### config.mk
export PLATFORM = sky130hd
export DESIGN_NAME = adc_conversion_sequencer
export DESIGN_NICKNAME = d
export VERILOG_FILES = /design/src/hdl/adc_seq_pkg.sv /design/src/hdl/adc_conversion_sequencer.sv /design/src/hdl/conv_bit_clock.sv /design/src/hdl/conv_sar_core.sv
export VERILOG_INCLUDE_DIRS = /design/src /design/src/hdl
export SDC_FILE = /design/constraint.sdc
export NUM_CORES = 1
export LEC_CHECK = 0
export BUFFER_PORTS_ARGS = -buffer_cell sky130_fd_sc_hd__buf_4
export CORE_MARGIN = 1
export CORE_UTILIZATION = 40
export CTS_CLUSTER_DIAMETER = 80
export DETAILED_ROUTE_END_ITERATION = 16
export PLACE_DENSITY_LB_ADDON = 0.25
export SETUP_SLACK_MARGIN = 0.15
export SYNTH_ARGS = -nofsm -noshare
export SYNTH_HDL_FRONTEND = slang
export SYNTH_HIERARCHICAL = 1
export SYNTH_SLANG_ARGS = --single-unit
### constraint.sdc
create_clock -name clk_i -period 6 [get_ports clk_i]
set_input_delay 0.3 -clock clk_i [delete_from_list [all_inputs] [get_ports clk_i]]
set_output_delay 0.3 -clock clk_i [all_outputs]
set_load 0.005 [all_outputs]
### src/hdl/adc_seq_regs.svh
`ifndef ADC_SEQ_REGS_SVH
`define ADC_SEQ_REGS_SVH

// Register byte offsets on the bus
`define CONV_CTRL_OFS       8'h00
`define CONV_RESULT_OFS     8'h04
`define CONV_FLAG_OFS       8'h08
`define CONV_STATUS_OFS     8'h0c

// Control register fields
`define CONV_CTRL_PWR_BIT   0
`define CONV_CTRL_GO_BIT    2
`define CONV_CTRL_CHS_LSB   3
`define CONV_CTRL_CHS_MSB   5
`define CONV_CTRL_CKS_LSB   6
`define CONV_CTRL_CKS_MSB   7
`define CONV_CTRL_RESET     8'h00

// Flag register fields
`define CONV_FLAG_DONE_BIT  0
`define CONV_FLAG_IEN_BIT   1

// Status register fields
`define CONV_STAT_BUSY_BIT  0
`define CONV_STAT_DOWN_BIT  1
`define CONV_STAT_SAMP_BIT  2

// Bit period in oscillator periods for the three divided clocks
`define CONV_DIV2_TOSC      2
`define CONV_DIV8_TOSC      8
`define CONV_DIV32_TOSC     32

// Conversion sequence in half bit periods
`define CONV_HALF_SETUP     3
`define CONV_HALF_TOTAL     19
`define CONV_HALF_HOLDOFF   4

// Instruction cycle wait before an RC clocked conversion
`define CONV_CLK_PERIOD_NS  100
`define CONV_INSTR_NS       400
`define CONV_INSTR_CYCLES   ((`CONV_INSTR_NS + `CONV_CLK_PERIOD_NS - 1) / `CONV_CLK_PERIOD_NS)

`endif

### src/hdl/adc_seq_pkg.sv
package adc_seq_pkg;

	// Sequencer states
	typedef enum logic [2:0] {
		ST_OFF,
		ST_ACQ,
		ST_START_WAIT,
		ST_CONV,
		ST_HOLD
	} conv_state_t;

	// Conversion clock select codes
	typedef enum logic [1:0] {
		CSEL_DIV2  = 2'h0,
		CSEL_DIV8  = 2'h1,
		CSEL_DIV32 = 2'h2,
		CSEL_RC    = 2'h3
	} conv_clk_sel_t;

endpackage

### src/hdl/adc_conversion_sequencer.sv
// Function
// - Clearing start/done mid-conversion aborts the conversion at once.
// - An aborted conversion leaves the result register untouched.
// - After an abort wait two bit periods, then acquire the selected channel.
// - Completion sets the done flag and clears start/done.
// - Conversion lasts 1.5 bit periods of setup plus one bit period for each of the 8 bits.
// - Acquisition length does not depend on chosen resolution.
// - Converter runs in sleep only with the RC clock selected.
// - With RC clock, wait one instruction cycle after start before converting.
// - Completion in sleep loads result; wake if enabled, else power down.
// - Sleep with a divided clock aborts and powers down, power bit kept.
// - Any reset clears control, powers off and aborts.
// - Reset leaves the result register unmodified.
// - An 8-bit conversion takes nine and a half bit periods.
// - Clock select gives 2, 8, 32 oscillator periods or the RC clock.
// - After completion hold off acquisition two bit periods, input disconnected.
`timescale 1ns/100ps
`include "adc_seq_regs.svh"

module adc_conversion_sequencer
	import adc_seq_pkg::*;
(
	// Clock and reset
	input  wire logic        clk_i,
	input  wire logic        rst_i,
	// Wishbone slave
	input  wire logic        wb_cyc_i,
	input  wire logic        wb_stb_i,
	input  wire logic        wb_we_i,
	input  wire logic [7:0]  wb_adr_i,
	input  wire logic [3:0]  wb_sel_i,
	input  wire logic [31:0] wb_dat_i,
	output logic [31:0]      wb_dat_o,
	output logic             wb_ack_o,
	// Core power state
	input  wire logic        sleep_i,
	output logic             wake_o,
	// Analog front end
	input  wire logic        comparator_i,
	input  wire logic        rc_tick_i,
	output logic [7:0]       trial_code_o,
	output logic [2:0]       channel_select_o,
	output logic             sample_o,
	output logic             analog_on_o
);

	conv_state_t state;
	conv_state_t next_state;

	logic [1:0] conv_clock_select;
	logic [2:0] channel_select;
	logic       conv_power_on;
	logic       conv_done_flag;
	logic       conv_irq_enable;
	logic [7:0] conv_result;
	logic       powered_down;
	logic       busy;

	logic       bus_req;
	logic       wr_req;
	logic       wr_ctrl;
	logic       wr_result;
	logic       wr_flag;
	logic       start_req;
	logic       abort_req;
	logic       sleep_abort;
	logic       go_conv;
	logic [2:0] wait_count;
	logic [2:0] hold_count;
	logic       half_tick;
	logic       sar_done;
	logic [7:0] sar_result;
	logic [7:0] sar_trial;

	// Register decode helper
	function automatic logic hit(input logic [7:0] adr, input logic [7:0] ofs);
		hit = (adr[7:2] == ofs[7:2]);
	endfunction

	// Bus strobes; a write lands at the edge where ack is high, only lane 0 holds bits
	always_comb
	begin
		bus_req   = wb_cyc_i && wb_stb_i && !wb_ack_o;
		wr_req    = wb_cyc_i && wb_stb_i && wb_we_i && wb_ack_o && wb_sel_i[0];
		wr_ctrl   = wr_req && hit(wb_adr_i, `CONV_CTRL_OFS);
		wr_result = wr_req && hit(wb_adr_i, `CONV_RESULT_OFS);
		wr_flag   = wr_req && hit(wb_adr_i, `CONV_FLAG_OFS);
	end

	// Conversion requests
	always_comb
	begin
		busy        = (state == ST_START_WAIT) || (state == ST_CONV);
		// Start needs the converter already on (power and start in one write is ignored)
		start_req   = wr_ctrl && wb_dat_i[`CONV_CTRL_GO_BIT] && conv_power_on
			&& wb_dat_i[`CONV_CTRL_PWR_BIT] && !powered_down && state == ST_ACQ;
		sleep_abort = sleep_i && conv_clock_select != CSEL_RC && busy;
		abort_req   = busy && (sleep_abort || (wr_ctrl && !wb_dat_i[`CONV_CTRL_GO_BIT]));
		go_conv     = state == ST_START_WAIT && wait_count == 3'h0 && !abort_req;
	end

	// Next state
	always_comb
	begin
		next_state = state;
		case (state)
			ST_OFF:
				if (conv_power_on && !powered_down)
					next_state = ST_ACQ;
			ST_ACQ:
				if (start_req)
					next_state = ST_START_WAIT;
			ST_START_WAIT:
				if (abort_req)
					next_state = ST_HOLD;
				else if (go_conv)
					next_state = ST_CONV;
			ST_CONV:
				if (abort_req)
					next_state = ST_HOLD;
				else if (sar_done)
					next_state = ST_HOLD;
			ST_HOLD:
				if (half_tick && hold_count == 3'(`CONV_HALF_HOLDOFF - 1))
					next_state = ST_ACQ;
			default:
				next_state = ST_OFF;
		endcase
		if (!conv_power_on || powered_down)
			next_state = ST_OFF;
	end

	// State register
	always_ff @(posedge clk_i)
	begin
		if (rst_i)
			state <= ST_OFF;
		else
			state <= next_state;
	end

	// One instruction cycle wait with RC clock, none otherwise
	always_ff @(posedge clk_i)
	begin
		if (rst_i)
			wait_count <= 3'h0;
		else if (start_req)
			wait_count <= (conv_clock_select == CSEL_RC) ? 3'(`CONV_INSTR_CYCLES - 1) : 3'h0;
		else if (wait_count != 3'h0)
			wait_count <= wait_count - 3'h1;
	end

	// Holdoff count in half bit periods
	always_ff @(posedge clk_i)
	begin
		if (rst_i || state != ST_HOLD)
			hold_count <= 3'h0;
		else if (half_tick)
			hold_count <= hold_count + 3'h1;
	end

	// Control register; start/done is the busy state itself
	always_ff @(posedge clk_i)
	begin
		if (rst_i)
		begin
			conv_power_on     <= 1'(`CONV_CTRL_RESET >> `CONV_CTRL_PWR_BIT);
			conv_clock_select <= 2'h0;
			channel_select    <= 3'h0;
		end
		else if (wr_ctrl)
		begin
			conv_power_on     <= wb_dat_i[`CONV_CTRL_PWR_BIT];
			conv_clock_select <= wb_dat_i[`CONV_CTRL_CKS_MSB:`CONV_CTRL_CKS_LSB];
			channel_select    <= wb_dat_i[`CONV_CTRL_CHS_MSB:`CONV_CTRL_CHS_LSB];
		end
	end

	// Module off in sleep with power bit kept; cleared once the core wakes
	always_ff @(posedge clk_i)
	begin
		if (rst_i || !sleep_i)
			powered_down <= 1'b0;
		else if (conv_power_on && conv_clock_select != CSEL_RC)
			powered_down <= 1'b1;
		else if (sar_done && state == ST_CONV && !conv_irq_enable)
			powered_down <= 1'b1;
	end

	// Done flag: hardware set wins over a software clear
	always_ff @(posedge clk_i)
	begin
		if (rst_i)
		begin
			conv_done_flag  <= 1'b0;
			conv_irq_enable <= 1'b0;
		end
		else
		begin
			if (wr_flag)
				conv_irq_enable <= wb_dat_i[`CONV_FLAG_IEN_BIT];
			if (sar_done && state == ST_CONV)
				conv_done_flag <= 1'b1;
			else if (wr_flag && wb_dat_i[`CONV_FLAG_DONE_BIT])
				conv_done_flag <= 1'b0;
		end
	end

	// Result register has no reset; only completion or software writes it
	always_ff @(posedge clk_i)
	begin
		if (sar_done && state == ST_CONV)
			conv_result <= sar_result;
		else if (wr_result)
			conv_result <= wb_dat_i[7:0];
	end

	// Bus answer one cycle after the request
	always_ff @(posedge clk_i)
	begin
		if (rst_i)
		begin
			wb_ack_o <= 1'b0;
			wb_dat_o <= 32'h0000_0000;
		end
		else
		begin
			wb_ack_o <= bus_req;
			wb_dat_o <= 32'h0000_0000;
			if (bus_req && !wb_we_i)
			begin
				if (hit(wb_adr_i, `CONV_CTRL_OFS))
					wb_dat_o <= {24'h00_0000, conv_clock_select, channel_select,
						busy, 1'b0, conv_power_on};
				else if (hit(wb_adr_i, `CONV_RESULT_OFS))
					wb_dat_o <= {24'h00_0000, conv_result};
				else if (hit(wb_adr_i, `CONV_FLAG_OFS))
					wb_dat_o <= {30'h0000_0000, conv_irq_enable, conv_done_flag};
				else if (hit(wb_adr_i, `CONV_STATUS_OFS))
					wb_dat_o <= {29'h0000_0000, sample_o, powered_down, busy};
			end
		end
	end

	// Bit clock runs while converting or holding off
	conv_bit_clock u_bit_clock (
		.clk_i          (clk_i),
		.rst_i          (rst_i),
		.run_i          (state == ST_CONV || state == ST_HOLD),
		.clock_select_i (conv_clock_select),
		.rc_tick_i      (rc_tick_i),
		.half_tick_o    (half_tick)
	);

	// Successive approximation
	conv_sar_core u_sar_core (
		.clk_i        (clk_i),
		.rst_i        (rst_i),
		.start_i      (go_conv),
		.abort_i      (abort_req || state == ST_OFF),
		.half_tick_i  (half_tick),
		.comparator_i (comparator_i),
		.trial_code_o (sar_trial),
		.result_o     (sar_result),
		.done_o       (sar_done)
	);

	// Front end outputs; sampling only in acquisition, independent of resolution
	always_comb
	begin
		trial_code_o     = sar_trial;
		channel_select_o = channel_select;
		sample_o         = (state == ST_ACQ);
		analog_on_o      = conv_power_on && !powered_down;
		wake_o           = sleep_i && conv_done_flag && conv_irq_enable;
	end

	// Helper: cycles spent in conversion and whether the clock stayed at 2 Tosc
	logic [9:0] conv_len;
	logic       conv_all_div2;
	always_ff @(posedge clk_i)
	begin
		if (rst_i || state != ST_CONV)
		begin
			conv_len      <= 10'h000;
			conv_all_div2 <= (conv_clock_select == CSEL_DIV2);
		end
		else
		begin
			conv_len <= conv_len + 10'h001;
			if (conv_clock_select != CSEL_DIV2)
				conv_all_div2 <= 1'b0;
		end
	end
endmodule

### src/hdl/conv_bit_clock.sv
`timescale 1ns/100ps
`include "adc_seq_regs.svh"

module conv_bit_clock
	import adc_seq_pkg::*;
(
	// Clock and reset
	input  wire logic       clk_i,
	input  wire logic       rst_i,
	// Control
	input  wire logic       run_i,
	input  wire logic [1:0] clock_select_i,
	input  wire logic       rc_tick_i,
	// Half bit period tick
	output logic            half_tick_o
);

	logic [4:0] div_count;
	logic [4:0] half_len;

	// Half bit period in oscillator periods for a divided clock
	function automatic logic [4:0] half_div(input logic [1:0] sel);
		case (sel)
			CSEL_DIV2:  half_div = 5'(`CONV_DIV2_TOSC / 2);
			CSEL_DIV8:  half_div = 5'(`CONV_DIV8_TOSC / 2);
			default:    half_div = 5'(`CONV_DIV32_TOSC / 2);
		endcase
	endfunction

	// Tick source: divider or the internal RC oscillator
	always_comb
	begin
		half_len    = half_div(clock_select_i);
		half_tick_o = 1'b0;
		if (run_i)
		begin
			if (clock_select_i == CSEL_RC)
				half_tick_o = rc_tick_i;
			else
				half_tick_o = (div_count >= half_len - 5'h01);
		end
	end

	// Divider count; a clock switch takes effect at once
	always_ff @(posedge clk_i)
	begin
		if (rst_i || !run_i || half_tick_o)
			div_count <= 5'h00;
		else if (clock_select_i != CSEL_RC)
			div_count <= div_count + 5'h01;
	end

endmodule

### src/hdl/conv_sar_core.sv
`timescale 1ns/100ps
`include "adc_seq_regs.svh"

module conv_sar_core
(
	// Clock and reset
	input  wire logic       clk_i,
	input  wire logic       rst_i,
	// Sequencing
	input  wire logic       start_i,
	input  wire logic       abort_i,
	input  wire logic       half_tick_i,
	input  wire logic       comparator_i,
	// Results
	output logic [7:0]      trial_code_o,
	output logic [7:0]      result_o,
	output logic            done_o
);

	logic       active;
	logic [4:0] phase;
	logic [7:0] sar;
	logic [7:0] bit_mask;
	logic       in_bits;

	// Bit under trial follows the half period count
	always_comb
	begin
		in_bits  = active && (phase >= 5'(`CONV_HALF_SETUP));
		bit_mask = 8'h80 >> 3'((phase - 5'(`CONV_HALF_SETUP)) >> 1);
		trial_code_o = in_bits ? (sar | bit_mask) : sar;
	end

	// Phase counting and bit decisions; an abort drops the partial code
	always_ff @(posedge clk_i)
	begin
		if (rst_i || abort_i)
		begin
			active <= 1'b0;
			phase  <= 5'h00;
			sar    <= 8'h00;
		end
		else if (start_i)
		begin
			active <= 1'b1;
			phase  <= 5'h00;
			sar    <= 8'h00;
		end
		else if (active && half_tick_i)
		begin
			phase <= phase + 5'h01;
			if (in_bits && !phase[0] && comparator_i)
				sar <= sar | bit_mask;
			if (phase == 5'(`CONV_HALF_TOTAL - 1))
				active <= 1'b0;
		end
	end

	// Final code and completion pulse
	always_ff @(posedge clk_i)
	begin
		done_o <= 1'b0;
		if (rst_i || abort_i)
			done_o <= 1'b0;
		else if (active && half_tick_i && phase == 5'(`CONV_HALF_TOTAL - 1))
		begin
			done_o   <= 1'b1;
			result_o <= comparator_i ? (sar | bit_mask) : sar;
		end
	end

endmodule

==> flow_summary.yaml <==
setup_path:
  critPathCaptureType: "flip-flop"
  path_delay_family: "simple AND/OR/NAND/NOR gates"
  worst-path-max-fanout: 12
  cp_cell_sequence: "nor2_1, inv_1, ha_1, nand2b_1, a31oi_2, o22ai_2, and2_1, nand2_1, nor3_1"
  cp_data_required_time_ps: 5960
  crit_buf_inv: 1
  start_kind: "flip-flop"
  crit_type: "reg2reg"
  critical_path_arrival_ps: 3230
  cp_slowest_cell: "nor3_1"
  slowest_delay_ps: 750
clock_tree:
  clk_pin_slew_ps: 80
  cts_htree_levels: 3
  cts_buffers: 9
  cts_tree: "built"
  post-cts-setup-buffers: 0
  cts.sink_count: 63
  ctsHoldBuffers: 0
  insertion_delay_ps: 340
  clockBufferDepth: 2
  clockRootBuffer: "clkbuf_8"
  cts_resized: 0
drt:
  drt-initial-drc-count: 76
  via_per_inst: 4.984
  post_drt_wl_per_cell_um: 13.34
  route.detailed.drc: 0
  route.vias.total: 2467
  final_antenna_net_count: 0
  routed_wl_mm: 6.602
  drt_first_pass_iters: 4
power:
  p_leak_uw: 0.001553
  p_per_area_mw_per_mm2: 249.2
  ir_drop_mv: 0.1073
synthesis:
  ys.flop_type: "dfxtp_1"
  seq_area_frac_synth: 0.4311
  yosys_warnings: 6
  syn_area_mm2: 0.003297
  avgSynthCellArea_um2: 9.640
  yosysUniqueCellTypes: 62
  ys_ff_latch: 63
  synth-edff-count: 16
  async_reset_ff_frac: 0
  syn-instance-count: 342
floorplan:
  coreArea_mm2: 0.007848
  die_h_um: 92.79
  ios: 99
  die-area_mm2: 0.008609
  start_util: 0.4201
  rows: 32
  die_width_um: 92.79
timing:
  finalWorstSetupSlack_ps: 2731
  setup_violations: 0
  clock_skew_ps: 11.17
  rsz0062_at_grt: "no"
  timing.slew.headroom: 0.3623
  final-hold-violation-count: 0
  final_max_slew_viol_count: 0
  fin_setup_tns_ps: 0
  worst_pin_slew_ps: 949.3
  fmax_mhz: 305.9
  period_share: 0.5448
  period_minus_slack_ps: 3269
global_route:
  grt_max_degree: 23
  grt_antenna_before_repair: 0
  grt_pass1_vias: 2262
  grt_pass1_wl_mm: 10.62
  grt_overflow: 0
  grtUsageTotal: 0.1598
run:
  max_cap_viol_count: 0
placement:
  place.gp.congestion: 0.8445
  io_buffers: 45
  hpwl_mm: 4.763
  place_ws_ps: 2676
finish:
  antenna_cells: 0
  layout_common_cells: "dfxtp_1, buf_4, nor2_1"
  final_core_util: 0.4909
  layout_commonest_cell: "dfxtp_1"
  num-nets-final: 452
  drive_above_1_share: 0.2188
  area_growth_pct: 16.85
outcome:
  outcome: "completed"
worst_hold_path:
  hp-class: "in2reg"
-- power breakdown --
part / leakage, uW / internal, uW / total (uW) / switching, uW
combinational: 0.000927 / 37.5 / 79.6 / 42.1
sequential: 0.000508 / 441 / 445 / 3.97
clock: 0.000118 / 260 / 435 / 174
-- cell type report --
class / count / area, um^2
Fill cell: 772 / 3995
Multi-Input combinational cell: 252 / 1663
Sequential cell: 63 / 1421
Timing Repair Buffer: 45 / 337.8
Clock buffer: 10 / 148.9
Tap cell: 102 / 127.6
Clock inverter: 6 / 90.09
Inverter: 17 / 63.81
-- logic make-up (layout without fill, tap and decap cells) --
logic type      count (synthesis)  in the layout  share of synthesized area
other cells                     2             25                   0.002278
mux                            24             24                    0.08007
fa+ha+maj                      12             12                    0.04554
simple gates                  118            118                     0.1939
xor+xnor                       11             11                    0.02922
buf+inv                        50             78                    0.09070
flops                          63             63                     0.4311
compound gates                 62             62                     0.1271
-- routing by layer --
| metal | wire (um) | global-route usage | share of wire | up-vias |
|---|---|---|---|---|
| li1 | - | - | - | 1257 |
| met1 | 3083 | 0.2013 | 0.47 | 1132 |
| met2 | 3078 | 0.2580 | 0.47 | 65 |
| met3 | 332 | 0.04844 | 0.050 | 13 |
| met4 | 108 | 0.05641 | 0.016 | 0 |
| met5 | 0 | 0 | 0 | - |
-- worst paths after layout --
kind,start,to,slack [ps],depth (start not counted)
hold / removal,wb_dat_i[7],conv_clock_select[1],200,3
setup reg to reg,conv_clock_select[1],u_sar_core/result_o[5],2730,9
setup / recovery,conv_clock_select[1],u_sar_core/result_o[5],2730,9
hold reg to reg,u_sar_core/sar[1],u_sar_core/sar[1],470,2
-- worst reg2reg max path, cell delays in order, from the launching register on --
cell and delay, ps:
dfxtp_1 450, nor2_1 220, inv_1 60, ha_1 260, nand2b_1 100, a31oi_2 100, o22ai_2 460, and2_1 350
nand2_1 150, nor3_1 750
-- state kept, by name (all words and copies together) (netlist names), 2 cells and up --
name                   count
conv_result                8
u_sar_core/result_o        8
u_sar_core/sar             8
wb_dat_o                   8
u_bit_clock/div_count      5
u_sar_core/phase           5
channel_select_o           3
hold_count                 3
state                      3
wait_count                 3
conv_clock_select          2
-- per-stage QoR --
stage	hold WS (ps)	instance area, um^2	std cells	power, uW
detailed placement	462.5	3613	479	536.1
finish	202.4	3852	495	959.8
floorplan	376.8	3383	365	520.2
CTS	183.2	3852	495	971.1
global route	197.7	3852	495	1000
global placement	451.6	3613	479	532.2
-- cell usage after synthesis, types with 5 or more instances --
cell,n,area (um^2)
mux2_2,9,101.4
dfxtp_1,47,940.9
o21ai_0,12,60.06
buf_4,24,180.2
nand2_1,25,93.84
nand3_1,7,35.03
mux2i_1,14,140.1
edfxtp_1,16,480.5
ha_1,12,150.1
nor2_1,33,123.9
xor2_1,6,52.55
a21oi_1,12,60.06
inv_1,17,63.81
nor3_1,13,65.06
o21bai_1,8,60.06
xnor2_1,5,43.79
nand2b_1,7,43.79
Power figures use the tool's default switching activity.
